$ cat src/verilog/ddr2_seq_defines.svh
// timing, field and offset constants for the ddr2 command sequencer
// Function
// - no burst interrupt with burst length 4
// - read burst interrupted only by a read
// - write burst interrupted only by a write
// - read interrupt exactly two clocks after read
// - write interrupt exactly two clocks after write
// - interrupt may address any bank
// - auto-precharge bursts are never interrupted
// - interrupt may itself carry auto-precharge
// - spacings follow programmed burst, not actual burst
// - a10 high closes all, else ba selects bank
// - read to precharge: al+bl/2+max(rtp,2)-2
// - precharge after tras, activate after trp
// - read to precharge also meets trtp
// - write to precharge: wl+bl/2+twr
// - a10 on read/write selects auto-precharge
// - read auto-precharge starts al+bl/2 after command
// - auto-precharge waits for tras and trtp
// - trp starts where trtp ends
// - precharge never before two clocks after prefetch
// - reactivate after trp and trc both
// - write auto-precharge after wr, reactivate after wr+trp
// - tras lockout delays any auto-precharge
// - rl is al+cl, wl is rl minus one
// - burst length from mode register bits 2..0
`ifndef DDR2_SEQ_DEFINES_SVH
`define DDR2_SEQ_DEFINES_SVH

// ==========================================
// clock and analog times in picoseconds
`define TCK_PS 4000
`define TRAS_PS 45000
`define TRP_PS 15000
`define TRC_PS 60000
`define TRTP_PS 7500
`define TWR_PS 15000
`define RU_CYC(t) (((t) + `TCK_PS - 1) / `TCK_PS)

// ==========================================
// cycle counts, least times rounded up
`define TRAS_CYC 6'(`RU_CYC(`TRAS_PS))
`define TRP_CYC 6'(`RU_CYC(`TRP_PS))
`define TRC_CYC 6'(`RU_CYC(`TRC_PS))
`define RTP_CYC 6'(`RU_CYC(`TRTP_PS))
`define WR_CYC 6'(`RU_CYC(`TWR_PS))
`define RTPRP_CYC 6'(`RU_CYC(`TRTP_PS + `TRP_PS))
`define AL_CYC 6'h00
`define CL_CYC 6'h03
`define TCCD_CYC 6'h02
`define INT_GAP 6'h02
`define AGE_MAX 6'h3F

// ==========================================
// address fields on the link
`define AP_BIT 10
`define BL_LSB 0
`define BL_MSB 2
`define BL8_CODE 3'h3

// ==========================================
// register offsets and command word fields
`define CMD_OFS 12'h000
`define STAT_OFS 12'h004
`define OP_LSB 0
`define OP_MSB 2
`define BANK_LSB 4
`define BANK_MSB 5
`define ADDR_LSB 16
`define ADDR_MSB 28

`endif

$ cat src/verilog/ddr2_seq_pkg.sv
// types shared by both ends of the ddr2 command link
package ddr2_seq_pkg;

  typedef enum logic [2:0] {
    CMD_NOP = 3'h0,
    CMD_ACT = 3'h1,
    CMD_RD = 3'h2,
    CMD_WR = 3'h3,
    CMD_PRE = 3'h4,
    CMD_MRS = 3'h5
  } cmd_e;

  typedef enum logic [1:0] {
    ST_IDLE = 2'h1,
    ST_WAIT = 2'h2
  } ctrl_state_e;

  typedef logic [5:0] cnt_t;

  // larger of two cycle counts
  function automatic cnt_t cmax(input cnt_t a, input cnt_t b);
    return (a > b) ? a : b;
  endfunction : cmax

endpackage : ddr2_seq_pkg

$ cat src/verilog/ddr2_cmd_if.sv
// command link between controller and ddr2 device
`timescale 1ns/100ps
interface ddr2_cmd_if;
  import ddr2_seq_pkg::*;
  cmd_e cmd;
  logic [1:0] bank;
  logic [12:0] addr;
  modport ctrl (output cmd, output bank, output addr);
  modport dev (input cmd, input bank, input addr);
endinterface : ddr2_cmd_if

$ cat src/verilog/ddr2_cmd_ctrl.sv
// apb controlled ddr2 command issuer that keeps burst and precharge spacing
`timescale 1ns/100ps
`include "ddr2_seq_defines.svh"
module ddr2_cmd_ctrl import ddr2_seq_pkg::*; (
  input wire logic clock,
  input wire logic reset,
  input wire logic clockEnable,
  input wire logic psel,
  input wire logic penable,
  input wire logic pwrite,
  input wire logic [11:0] paddr,
  input wire logic [31:0] pwdata,
  output logic [31:0] prdata,
  output logic pready,
  output logic pslverr,
  ddr2_cmd_if.ctrl link
);

  ctrl_state_e state_r;
  cmd_e reqOp_r;
  cmd_e cmd_r;
  logic [1:0] reqBank_r;
  logic [1:0] bank_r;
  logic [12:0] reqAddr_r;
  logic [12:0] addr_r;
  logic [31:0] prdata_r;
  logic [31:0] status;
  logic pready_r, pslverr_r;
  logic bl8_r, lastRd_r, lastAp_r;
  logic access, cmdHit, statHit, cmdWrite;
  logic reqAp, reqRd, isCas, canInt, legal, issue;
  logic [3:0] openVec, preRdy, actRdy;
  cnt_t burstLeft_r, casAge_r, halfBl, wlCyc;
  cnt_t rdPre, rdApAct, wrPre, wrApAct;

  // ==========================================
  // apb slave
  assign access = psel && penable && !pready_r;
  assign cmdHit = paddr == `CMD_OFS;
  assign statHit = paddr == `STAT_OFS;
  assign cmdWrite = access && pwrite && cmdHit;
  assign status = {24'h000000, openVec, 1'b0, burstLeft_r != 6'h00, bl8_r,
    state_r == ST_WAIT};

  // answer one cycle into access, command write held while one is pending
  always_ff @(posedge clock) begin
    if (reset) begin
      pready_r <= 1'b0;
      pslverr_r <= 1'b0;
      prdata_r <= 32'h00000000;
    end else if (clockEnable) begin
      pready_r <= access && !(cmdWrite && state_r != ST_IDLE);
      pslverr_r <= access && !cmdHit && !statHit;
      prdata_r <= (access && !pwrite && statHit) ? status : 32'h00000000;
    end
  end

  assign pready = pready_r;
  assign pslverr = pslverr_r;
  assign prdata = prdata_r;

  // ==========================================
  // request state machine
  always_ff @(posedge clock) begin
    if (reset) begin
      state_r <= ST_IDLE;
      reqOp_r <= CMD_NOP;
      reqBank_r <= 2'h0;
      reqAddr_r <= 13'h0000;
    end else if (clockEnable) begin
      case (state_r)
        ST_IDLE: begin
          if (cmdWrite) begin
            state_r <= ST_WAIT;
            reqOp_r <= cmd_e'(pwdata[`OP_MSB:`OP_LSB]);
            reqBank_r <= pwdata[`BANK_MSB:`BANK_LSB];
            reqAddr_r <= pwdata[`ADDR_MSB:`ADDR_LSB];
          end
        end
        ST_WAIT: begin
          if (legal) begin
            state_r <= ST_IDLE;
          end
        end
        default: begin
          state_r <= ST_IDLE;
        end
      endcase
    end
  end

  assign issue = state_r == ST_WAIT && legal;

  // ==========================================
  // spacing figures derived from the programmed burst length
  assign halfBl = bl8_r ? 6'h04 : 6'h02;
  assign wlCyc = `AL_CYC + `CL_CYC - 6'h01;
  // al+bl/2+max(rtp,2)-2, less one for the countdown
  assign rdPre = `AL_CYC + halfBl + cmax(`RTP_CYC, 6'h02) - 6'h03;
  assign rdApAct = cmax(`AL_CYC + (bl8_r ? 6'h02 : 6'h00) + `RTPRP_CYC - 6'h01,
    `AL_CYC + halfBl + `TRP_CYC - 6'h01);
  assign wrPre = wlCyc + halfBl + `WR_CYC - 6'h01;
  assign wrApAct = wrPre + `TRP_CYC;

  // ==========================================
  // legality of the pending request
  assign reqAp = reqAddr_r[`AP_BIT];
  assign reqRd = reqOp_r == CMD_RD;
  assign isCas = reqRd || reqOp_r == CMD_WR;
  // only bl8, same kind, exactly two clocks, and no auto-precharge burst
  assign canInt = bl8_r && !lastAp_r && casAge_r == `INT_GAP
    && reqRd == lastRd_r;

  always_comb begin
    case (reqOp_r)
      CMD_RD, CMD_WR: begin
        legal = openVec[reqBank_r] && ((burstLeft_r == 6'h00) ?
          casAge_r >= `TCCD_CYC : canInt);
      end
      CMD_PRE: begin
        // no precharge inside a burst window
        legal = burstLeft_r == 6'h00 && (reqAp ? &preRdy : preRdy[reqBank_r]);
      end
      CMD_ACT: begin
        legal = actRdy[reqBank_r];
      end
      CMD_MRS: begin
        legal = burstLeft_r == 6'h00 && openVec == 4'h0;
      end
      default: begin
        legal = 1'b1;
      end
    endcase
  end

  // ==========================================
  // command output, one cycle per issued command
  always_ff @(posedge clock) begin
    if (reset) begin
      cmd_r <= CMD_NOP;
      bank_r <= 2'h0;
      addr_r <= 13'h0000;
    end else if (clockEnable) begin
      cmd_r <= issue ? reqOp_r : CMD_NOP;
      if (issue) begin
        bank_r <= reqBank_r;
        addr_r <= reqAddr_r;
      end
    end
  end

  assign link.cmd = cmd_r;
  assign link.bank = bank_r;
  assign link.addr = addr_r;

  // ==========================================
  // burst window, cas age and mode tracking
  always_ff @(posedge clock) begin
    if (reset) begin
      burstLeft_r <= 6'h00;
      casAge_r <= `AGE_MAX;
      lastRd_r <= 1'b0;
      lastAp_r <= 1'b0;
      bl8_r <= 1'b0;
    end else if (clockEnable) begin
      if (issue && isCas) begin
        burstLeft_r <= halfBl - 6'h01;
        casAge_r <= 6'h01;
        lastRd_r <= reqRd;
        lastAp_r <= reqAp;
      end else begin
        if (burstLeft_r != 6'h00) begin
          burstLeft_r <= burstLeft_r - 6'h01;
        end
        if (casAge_r != `AGE_MAX) begin
          casAge_r <= casAge_r + 6'h01;
        end
      end
      if (issue && reqOp_r == CMD_MRS) begin
        bl8_r <= reqAddr_r[`BL_MSB:`BL_LSB] == `BL8_CODE;
      end
    end
  end

  // ==========================================
  // per bank precharge and activate countdowns
  generate
    for (genvar b = 0; b < 4; b++) begin : g_bank
      cnt_t preWait_r, actWait_r, preCur, actCur;
      logic open_r, hit;
      assign hit = issue && reqBank_r == 2'(b);
      assign preCur = (preWait_r == 6'h00) ? 6'h00 : preWait_r - 6'h01;
      assign actCur = (actWait_r == 6'h00) ? 6'h00 : actWait_r - 6'h01;
      assign preRdy[b] = preWait_r == 6'h00;
      assign actRdy[b] = actWait_r == 6'h00 && !open_r;
      assign openVec[b] = open_r;
      always_ff @(posedge clock) begin
        if (reset) begin
          open_r <= 1'b0;
          preWait_r <= 6'h00;
          actWait_r <= 6'h00;
        end else if (clockEnable) begin
          preWait_r <= preCur;
          actWait_r <= actCur;
          if (hit && reqOp_r == CMD_ACT) begin
            open_r <= 1'b1;
            preWait_r <= `TRAS_CYC - 6'h01;
            actWait_r <= `TRC_CYC - 6'h01;
          end
          if (hit && reqOp_r == CMD_RD) begin
            preWait_r <= cmax(preCur, rdPre);
            if (reqAp) begin
              open_r <= 1'b0;
              actWait_r <= cmax(actCur, rdApAct);
            end
          end
          if (hit && reqOp_r == CMD_WR) begin
            preWait_r <= cmax(preCur, wrPre);
            if (reqAp) begin
              open_r <= 1'b0;
              actWait_r <= cmax(actCur, wrApAct);
            end
          end
          if (issue && reqOp_r == CMD_PRE && (reqAp || reqBank_r == 2'(b))) begin
            open_r <= 1'b0;
            actWait_r <= cmax(actCur, `TRP_CYC - 6'h01);
          end
        end
      end
    end
  endgenerate

endmodule : ddr2_cmd_ctrl

$ cat src/flat_wrapper.sv
// flat-port wrapper written by rule: the top's interface ports become plain ports
module ddr2_cmd_ctrl_flat import ddr2_seq_pkg::*;
  (clock, reset, clockEnable, psel, penable, pwrite, paddr, pwdata, prdata, pready, pslverr, link_cmd, link_bank, link_addr);
  ddr2_cmd_if link_i ();
  input wire logic clock;
  input wire logic reset;
  input wire logic clockEnable;
  input wire logic psel;
  input wire logic penable;
  input wire logic pwrite;
  input wire logic [11:0] paddr;
  input wire logic [31:0] pwdata;
  output logic [31:0] prdata;
  output logic pready;
  output logic pslverr;
  output wire logic [$bits(link_i.cmd)-1:0] link_cmd;
  output wire logic [$bits(link_i.bank)-1:0] link_bank;
  output wire logic [$bits(link_i.addr)-1:0] link_addr;
  assign link_cmd = link_i.cmd;
  assign link_bank = link_i.bank;
  assign link_addr = link_i.addr;
  ddr2_cmd_ctrl u_core (.clock(clock), .reset(reset), .clockEnable(clockEnable), .psel(psel), .penable(penable), .pwrite(pwrite), .paddr(paddr), .pwdata(pwdata), .prdata(prdata), .pready(pready), .pslverr(pslverr), .link(link_i));
endmodule
$ cat config.mk
export PLATFORM = sky130hd
export DESIGN_NAME = ddr2_cmd_ctrl_flat
export DESIGN_NICKNAME = d
export VERILOG_FILES = /design/src/verilog/ddr2_seq_pkg.sv /design/src/verilog/ddr2_cmd_if.sv /design/src/verilog/ddr2_cmd_ctrl.sv /design/src/flat_wrapper.sv
export VERILOG_INCLUDE_DIRS = /design/src /design/src/verilog
export SDC_FILE = /design/constraint.sdc
export NUM_CORES = 1
export LEC_CHECK = 0
export BUFFER_PORTS_ARGS = -buffer_cell sky130_fd_sc_hd__buf_2
export CORE_MARGIN = 1
export CORE_UTILIZATION = 47
export DETAILED_ROUTE_END_ITERATION = 7
export PLACE_DENSITY = 0.8
export SETUP_SLACK_MARGIN = 0.05
export SLEW_MARGIN = 20
export SYNTH_ARGS = -nofsm -noshare
export SYNTH_HDL_FRONTEND = slang
export SYNTH_SLANG_ARGS = --single-unit
export TNS_END_PERCENT = 5
$ cat constraint.sdc
create_clock -name clock -period 3.1 [get_ports clock]
set_input_delay 0.31 -clock clock [delete_from_list [all_inputs] [get_ports clock]]
set_output_delay 0.31 -clock clock [all_outputs]
set_load 0.01 [all_outputs]
Word-level counts from Yosys, hierarchy flattened
Index checks and enable logic that the tools add are counted.
W data, S select, Z words.
- magnitude comparators: 23
- muxes and demuxes: 109
- reductions and logical operators: 83
- add/sub/neg operators: 20
- equality and inequality tests: 18
- operators by type and width (kind ; number):
    $mux W6 ; 69
    $gt A6 B6 Y1 ; 17
    $sub A6 B1 Y6 const B ; 13
    $logic_not A6 Y1 ; 9
    $logic_and A1 B1 Y1 ; 44
    $mux W1 ; 29
    $add A6 B3 Y6 const B ; 4
    $gt A6 B2 Y1 const B ; 4
    $eq A12 B3 Y1 const B ; 1
    $logic_not A12 Y1 ; 1
    $logic_not A1 Y1 ; 10
    $reduce_and A2 Y1 ; 5
    $eq A3 B2 Y1 const B ; 3
    $mux W8 ; 1
    $add A6 B1 Y6 const B ; 1
    $add A6 B2 Y6 const B ; 1
    $bmux W1 S2 ; 3
    $eq A2 B2 Y1 const B ; 3
    $eq A3 B3 Y1 const B ; 2
    $eq A6 B2 Y1 const B ; 1
    $ge A6 B2 Y1 const B ; 1
    $mux W2 ; 3
    $mux W3 ; 2
    $ne A6 B6 Y1 const B ; 1
    17 further kinds ; 25
- register bits after elaboration: 139
- bits of input ports: 50
- word-level logic and storage cells: 280
- output and inout port bits: 52

Depth between registers and ports, before layout
Gate-level depths: netlist of run 1.
- depth in word-level cells: 16
- depth in mapped cells: 16
- mapped depth without buffers: 15

Worst setup path before layout of run 1
No wires, ideal clock.
- path type: flip-flop to flip-flop
- start point: reg u_core.g_bank[3].actWait_r[0]
- end point: reg u_core.g_bank[3].actWait_r[1]
- data arrival time: 2.928 ns
- buffers on the path: 1
- setup time: 0.125 ns
- stages on the path, launching flop included: 16
- data required time: 2.975 ns
- setup slack: 0.047 ns
- cells stage by stage: dfxtp_1 clkbuf_1 inv_1 ha_1 or3b_1 nor3_4 or2_2 inv_1 ha_1 nor2_1 a21oi_1 o221ai_1 o211ai_1 nand2_1 o41ai_1 o21ai_0
- longest elaborated chain between the ends: 14
- ends and longest elaborated chain (what ; RTL line ; RTL):
    start: declaration ; ddr2_cmd_ctrl.sv:189 ; cnt_t preWait_r, actWait_r, preCur, actCur;
    start signal: assignment ; ddr2_cmd_ctrl.sv:204 ; actWait_r <= actCur;
    start signal: assignment ; ddr2_cmd_ctrl.sv:208 ; actWait_r <= `TRC_CYC - 6'h01;
    start signal: assignment ; ddr2_cmd_ctrl.sv:214 ; actWait_r <= cmax(actCur, rdApAct);
    branches (longest 13 deep; another with $sub A6 B1 Y6) ; -- ;
    $mux W6 * ; ddr2_cmd_ctrl.sv:224 ; if (issue && reqOp_r == CMD_PRE && (reqAp || reqBank_r == 2'(b))) begin
Every way passes the cells marked *. The select of a mux whose other input is x is not followed.
A chain may end at the register's enable or synchronous reset.

Worst setup path in the final report of run 1
- start point: reg u_core.g_bank[3].actWait_r[1]
- end point: reg u_core.g_bank[3].actWait_r[1]
The elaborated chain is that of the path after synthesis.

==> results of run 1 <==
## worst max-delay path by stage
| stage | start | slack, ps | endpoint | cells after the start |
|---|---|---|---|---|
| floorplan | u_core.g_bank[3].actWait_r[0] | 70 | u_core.g_bank[3].actWait_r[1] | 15 |
| global placement | u_core.g_bank[3].actWait_r[0] | 80 | u_core.g_bank[3].actWait_r[1] | 14 |
| detailed placement | u_core.g_bank[3].actWait_r[0] | 30 | u_core.g_bank[3].actWait_r[1] | 14 |
| CTS | u_core.g_bank[3].actWait_r[0] | 8 | u_core.g_bank[3].actWait_r[1] | 14 |
| global route | u_core.g_bank[3].preWait_r[1] | -130 | u_core.g_bank[3].preWait_r[1] | 14 |
| finish | u_core.g_bank[3].actWait_r[1] | 40 | u_core.g_bank[3].actWait_r[1] | 14 |
## cells by family after synthesis
kind of cell    count (synthesis)  share of synthesized area
buf+inv                       125                     0.0730
fa+ha+maj                      43                     0.0665
mux                            37                     0.0493
flops                         114                      0.282
xor+xnor                       13                     0.0141
compound gates                299                      0.256
simple gates                  425                      0.258
other cells                     1                   0.000464
## placed cells by master, fill, tap and decap left out, drive strengths merged, types with 32 or more instances in the layout
master  instances
nand2          99
dfxtp         114
nor2          123
a21oi          90
nor3           36
buf           139
inv            40
o21ai          48
nand3          50
ha             43
mux2i          32
## power breakdown
part,switching (W),internal (W)
sequential,0.000197,0.00161
clock,0.000745,0.00137
combinational,0.00153,0.00110
total,0.00247,0.00407
## final cells by class
cell class,instances,area (sq um)
fillers,1420,6880
multi-input cells,842,5560
flip-flops and latches,114,2280
repair buffers,139,930
clock buffers,20,447
well taps,220,275
clock inverters,12,181
inverters,40,150
## worst register-to-register path, cell delays in order (launching register included)
cell	delay, ps
dfxtp_1	340
inv_1	70
ha_2	170
or3b_4	390
nor3_4	160
buf_6	130
a21oi_1	90
ha_1	380
a21oi_2	80
a21oi_2	180
o221ai_2	150
o211ai_1	260
nand2_1	100
o41ai_2	350
o21ai_0	100
## sequential cells by signal (all words and copies together) (netlist names), 2 cells and up
signal / cells
u_core.state_r: 2
u_core.link.bank: 2
u_core.reqOp_r: 3
u_core.g_bank.actWait_r: 24
u_core.burstLeft_r: 6
u_core.reqAddr_r: 13
u_core.prdata: 7
u_core.g_bank.open_r: 4
u_core.casAge_r: 6
u_core.link.cmd: 3
u_core.reqBank_r: 2
u_core.g_bank.preWait_r: 24
u_core.link.addr: 13
## layer usage
metal  GRT usage  vias up  wire length, um
met1       0.333     4023            10200
met5           0        -                0
li1            -     4077                -
met4       0.120        0              976
met2       0.462      507            11700
met3      0.0822      125             2450
## metrics by stage
| step | instances | utilization |
|---|---|---|
| 2_1_floorplan | 1081 | - |
| 3_3_place_gp | 1351 | 0.532 |
| 3_5_place_dp | 1351 | 0.532 |
| 4_1_cts | 1383 | 0.571 |
| 5_1_grt | 1387 | 0.588 |
| 6_report | 1387 | 0.588 |
## timing repair
item,in CTS,in global routing
endpoints found under the setup margin,3,51
buffers inserted,0,4
pin swaps,1,11
gates resized for setup,5,53
==> results.py, run 1 <==
metrics = {
    "pwr": {
        "p_leak_nw": 3.96,
        "ir_drop_v": 0.000518,
        "power_density_nw_per_um2": 667,
        "power_w": 0.00655,
    },
    "timing": {
        "hold_viol": 0,
        "finClkSkew_ps": 15.4,
        "holdWs_ps": 126,
        "rsz0062_at_grt": "true",
        "setup_tns_ps": 0,
        "fin_crit_sh": 0.987,
        "setup_viol": 0,
        "worstMarginPinSlew_ps": 873,
        "max-slew-margin-rel": 0.410,
        "timing.final.ws_setup_ps": 41.4,
        "slew_viol_final": 0,
        "max_freq_ghz": 0.327,
        "min_period_ps": 3060,
    },
    "layout": {
        "syn_to_final_growth_pct": 21.4,
        "layout-drive-gt1-share": 0.218,
        "insertedDiodeCount": 0,
        "fin_nets": 1247,
        "stdcell_area_sq_um": 9820,
    },
    "logic_synthesis": {
        "synth-edff-count": 0,
        "syn-cell-area_sq_um": 8090,
        "synthArstFlopShare": 0,
        "synth_area_leader_cell": "dfxtp_1",
        "ys_types": 88,
        "synth.ff_latch_count": 114,
        "synth.avg_cell_area_sq_um": 7.65,
        "yosysSeqAreaShare": 0.282,
        "synth_cells": 1057,
        "synth_common_cells": "121 x nor2_1, 114 x dfxtp_1, 98 x nand2_1",
        "synth_most_common_cell": "nor2_1",
        "synth_ff_type": "dfxtp_1",
        "synthDominantCellAreaShare": 0.282,
        "synthTopCellsByArea": "dfxtp_1 28%, ha_1 6.7%, nor2_1 5.6%",
        "yosysWarningCount": 0,
    },
    "die": {
        "fp.dieH_um": 133,
        "initial_utilization": 0.484,
        "dieArea_sq_um": 17700,
        "core_sq_um": 16700,
        "ioPinCount": 102,
        "rows": 47,
        "die_x_um": 133,
    },
    "critical_path": {
        "crit_family": "compound AO/OA/AOI/OAI gates",
        "slowest_delay_ps": 390,
        "r2r_cells": 14,
        "cp.required_ps": 3420,
        "crit_slowest_cell": "or3b_4",
        "crit_chain": "inv_1 > ha_2 > or3b_4 > nor3_4 > buf_6 > a21oi_1 > ha_1 > a21oi_2 > a21oi_2 > o221ai_2 > o211ai_1 > nand2_1 > o41ai_2 > o21ai_0",
        "r2r-end": "u_core.g_bank[3].actWait_r[1]",
        "start_kind": "flip-flop",
        "cp_num_buf_inv": 2,
        "cp.arrival_ps": 3370,
        "worstSetupPathType": "reg -> reg",
        "path_common_cell": "a21oi_2",
        "worstPathMaxFanout": 5,
        "r2r-start": "u_core.g_bank[3].actWait_r[1]",
        "end_kind": "flip-flop",
        "reg2reg_slack_ps": 40,
    },
    "global_routing": {
        "antenna_found_initial": 0,
        "grt_pass1_vias": 8239,
        "grt_max_degree": 71,
        "grt_use_total": 0.278,
        "grt_pass1_wl_um": 40000,
        "overflow": 0,
    },
    "clock_tree": {
        "clockBufferDepth": 2,
        "cts_tree": "built",
        "cts.htree.levels": 4,
        "clock_sinks": 114,
        "clkTransAtPathRegs_ps": 70,
        "cts_made_buffers": 17,
        "cts_root_buf": "clkbuf_16",
        "cts_hold_buffers": 0,
        "clock_latency_ps": 430,
    },
    "outcome": {
        "status": "complete, no violations",
    },
    "route": {
        "drc": 0,
        "ant_nets": 0,
        "wl_per_cell_um": 18.2,
        "dr.first_iter.drc_count": 1051,
        "num_vias": 8732,
        "via_per_inst": 6.30,
        "drt_wl_total_um": 25300,
        "drt-pass1-iter-count": 6,
    },
    "min_path": {
        "whs_endpoint": "u_core.reqAddr_r[4]",
        "worstHoldStart": "pwdata[20]",
        "hold_path.class": "in -> reg",
        "hold-path-cell-count": 3,
    },
    "place": {
        "pre_cts_ws_ps": 27.2,
        "port_buffers": 62,
        "dpl.hpwl_um": 17000,
        "gp_congestion": 0.944,
        "placed_cell_area_sq_um": 8890,
    },
    "run": {
        "cap_viol_max_count": 0,
    },
}
Power figures use the tool's default switching activity.
==> run 2: changes to the inputs <==
--- a/config.mk
+++ b/config.mk
@@ -6,11 +6,13 @@
 export SDC_FILE = /design/constraint.sdc
 export NUM_CORES = 1
 export LEC_CHECK = 0
+export ABC_AREA = 1
 export BUFFER_PORTS_ARGS = -buffer_cell sky130_fd_sc_hd__buf_2
 export CORE_MARGIN = 1
 export CORE_UTILIZATION = 47
+export CTS_CLUSTER_DIAMETER = 50
 export DETAILED_ROUTE_END_ITERATION = 7
-export PLACE_DENSITY = 0.8
+export PLACE_DENSITY = 0.81
 export SETUP_SLACK_MARGIN = 0.05
 export SLEW_MARGIN = 20
 export SYNTH_ARGS = -nofsm -noshare
==> constraint.sdc (replaced) <==
create_clock -name clock -period 3.1 [get_ports clock]
set_input_delay 0.62 -clock clock [delete_from_list [all_inputs] [get_ports clock]]
set_output_delay 0.62 -clock clock [all_outputs]
set_load 0.01 [all_outputs]
==> results.py, run 2 <==
metrics = {
    "global_routing": {
        "grt_use_total": 0.247,
        "grt_pass1_wl_um": 35000,
        "grt_max_degree": 51,
        "antenna_found_initial": 0,
        "overflow": 0,
        "grt_pass1_vias": 7551,
    },
    "run": {
        "cap_viol_max_count": 0,
    },
    "timing": {
        "finClkSkew_ps": 9.10,
        "hold_viol": 0,
        "holdWs_ps": 423,
        "fin_crit_sh": 0.886,
        "slew_viol_final": 0,
        "setup_tns_ps": 0,
        "worstMarginPinSlew_ps": 692,
        "max-slew-margin-rel": 0.535,
        "max_freq_ghz": 0.364,
        "min_period_ps": 2750,
        "rsz0062_at_grt": "false",
        "setup_viol": 0,
    },
    "route": {
        "drc": 0,
        "ant_nets": 0,
        "num_vias": 8215,
        "route.met3.wl_um": 1400,
        "via_per_inst": 5.32,
        "dr.first_iter.drc_count": 595,
        "top_layer": "met4",
        "dr_wl_met2_um": 9540,
        "drt-pass1-iter-count": 7,
        "met1_length_um": 9420,
        "drt_wl_total_um": 20800,
        "wl_per_cell_um": 13.5,
    },
    "logic_synthesis": {
        "synth_compound_area_frac": 0.176,
        "synth.ff_latch_count": 114,
        "synth.avg_cell_area_sq_um": 6.33,
        "synth_area_leader_cell": "dfxtp_1",
        "synth_cells": 1250,
        "synth_ff_type": "dfxtp_1",
        "ys_types": 47,
        "syn-cell-area_sq_um": 7910,
        "synthArstFlopShare": 0,
        "yosysWarningCount": 0,
        "synth_xor_area_frac": 0.00997,
        "yosys.area_share.simple": 0.333,
        "synth_most_common_cell": "nand2_1",
        "synthTopCellsByArea": "dfxtp_1 29%, nand2_1 13%, inv_1 7.6%",
        "synth_common_cells": "264 x nand2_1, 161 x inv_1, 143 x nor2_1",
        "yosysSeqAreaShare": 0.289,
        "synthDominantCellAreaShare": 0.289,
        "synthAdderAreaFrac": 0.0680,
        "synthMuxAreaShare": 0,
        "synth_top_family_by_area": "simple AND/OR/NAND/NOR gates",
        "synth-edff-count": 0,
    },
    "pwr": {
        "share_comb_of_total_power": 0.396,
        "power_density_nw_per_um2": 680,
        "p_switching_w": 0.00241,
        "ir_drop_v": 0.000457,
        "p_leak_nw": 4.35,
        "swShare": 0.395,
        "power_w": 0.00611,
        "internal-power_w": 0.00370,
        "seqPwrFrac": 0.293,
        "pwr-share-clk": 0.311,
    },
    "critical_path": {
        "path_common_cell": "nand2_1",
        "r2r_cells": 15,
        "cp.required_ps": 3380,
        "worstSetupPathType": "reg -> reg",
        "end_kind": "flip-flop",
        "worstPathMaxFanout": 6,
        "r2r-start": "u_core.g_bank[2].actWait_r[0]",
        "crit_slowest_cell": "dfxtp_1",
        "start_kind": "flip-flop",
        "crit_start": "u_core.g_bank[2].actWait_r[0]",
        "crit_end": "u_core.g_bank[2].actWait_r[1]",
        "crit_chain": "inv_1 > ha_1 > nand3_1 > buf_4 > nand2_1 > inv_1 > ha_1 > nor2_1 > nand2_1 > a31oi_1 > o21ai_0 > a21oi_1 > nand2_1 > nand2_1 > a21oi_1",
        "r2r-end": "u_core.g_bank[2].actWait_r[1]",
        "cp.arrival_ps": 3030,
        "slowest_delay_ps": 320,
        "reg2reg_slack_ps": 350,
    },
    "clock_tree": {
        "cts_hold_buffers": 0,
        "cts.htree.levels": 4,
        "cts_made_buffers": 17,
        "clkTransAtPathRegs_ps": 60,
        "cts_tree": "built",
        "clock_latency_ps": 430,
        "cts_root_buf": "clkbuf_16",
        "clock_sinks": 114,
        "clockBufferDepth": 2,
    },
    "place": {
        "dpl.hpwl_um": 14400,
        "gp_congestion": 0.941,
        "port_buffers": 62,
    },
    "layout": {
        "fin_nets": 1406,
        "layout-drive-gt1-share": 0.117,
        "fin_util": 0.544,
        "final_common_cell": "nand2_1",
        "final_cell_mix": "264 x nand2_1, 159 x inv_1, 142 x nor2_1",
        "insertedDiodeCount": 0,
        "syn_to_final_growth_pct": 13.7,
        "reg.largest.list": "u_core.g_bank.actWait_r x24, u_core.g_bank.preWait_r x24",
    },
    "die": {
        "die_x_um": 132,
        "ioPinCount": 102,
        "initial_utilization": 0.479,
        "dieArea_sq_um": 17400,
        "core_sq_um": 16500,
        "rows": 47,
        "fp.dieH_um": 132,
    },
    "outcome": {
        "status": "complete, no violations",
    },
    "min_path": {
        "hold_path.class": "in -> reg",
        "hold-path-cell-count": 3,
    },
}
==> run 2: how the worst min path moves through the flow <==
stage                     from             endpoint
6_report            pwdata[24]  u_core.reqAddr_r[8]
5_1_grt             pwdata[24]  u_core.reqAddr_r[8]
4_1_cts             pwdata[24]  u_core.reqAddr_r[8]
3_5_place_dp   u_core.lastAp_r      u_core.lastAp_r
3_3_place_gp   u_core.lastAp_r      u_core.lastAp_r
2_1_floorplan  u_core.lastAp_r      u_core.lastAp_r
==> run 2: what timing repair did <==
item / 4_1_cts / 5_1_grt
endpoints found under the hold margin: 0 / 0
setup endpoints to repair: 0 / 8
buffers inserted: 0 / 4
gates resized for setup: 0 / 4
==> run 2: layout make-up <==
| cell class | count | area, sq um |
|---|---|---|
| sequential | 114 | 2280 |
| fill | 1589 | 7530 |
| tap | 220 | 275 |
| multi-input combinational | 928 | 4750 |
| clock buffer | 20 | 457 |
| timing repair buffer | 84 | 488 |
| inverter | 168 | 631 |
| clock inverter | 10 | 111 |
==> run 2: critical path, delay by kind of cell (launching register included) <==
kind | cells | cell delay (ps)
flip-flops | 1 | 320
AO/OA/AOI/OAI | 4 | 660
AND/OR/NAND/NOR | 6 | 600
buffers and inverters | 3 | 430
adder cells (fa/ha/maj) | 2 | 590
==> run 2: metrics by stage <==
step / std cells / cell area, sq um / worst slack (ps)
detailed placement: 1510 / 8380 / 390
finish: 1544 / 8990 / 354
CTS: 1540 / 8950 / 349
global route: 1544 / 8990 / 93.9
global placement: 1510 / 8380 / 391
floorplan: 1274 / 8000 / 614
==> run 2: per-layer routing <==
layer	GRT usage	vias to the layer above
met5	0	-
met4	0.100	0
met3	0.0571	41
met2	0.402	286
met1	0.313	3701
li1	-	4187
==> run 2: cell families after synthesis <==
logic type	Yosys count
and+or+nand+nor	599
buffers and inverters	232
xor gates and xnor gates	9
adders and majority gates	43
other	1
DFF	114
AOI/OAI and AO/OA	252
==> run 2: power by group through the flow <==
stage / combinational, W / sequential [W] / clock, W
detailed placement: 0.00235 / 0.00182 / 0
finish: 0.00242 / 0.00179 / 0.00190
global placement: 0.00229 / 0.00181 / 0
CTS: 0.00238 / 0.00179 / 0.00192
global route: 0.00280 / 0.00182 / 0.00199
floorplan: 0.00192 / 0.00178 / 0
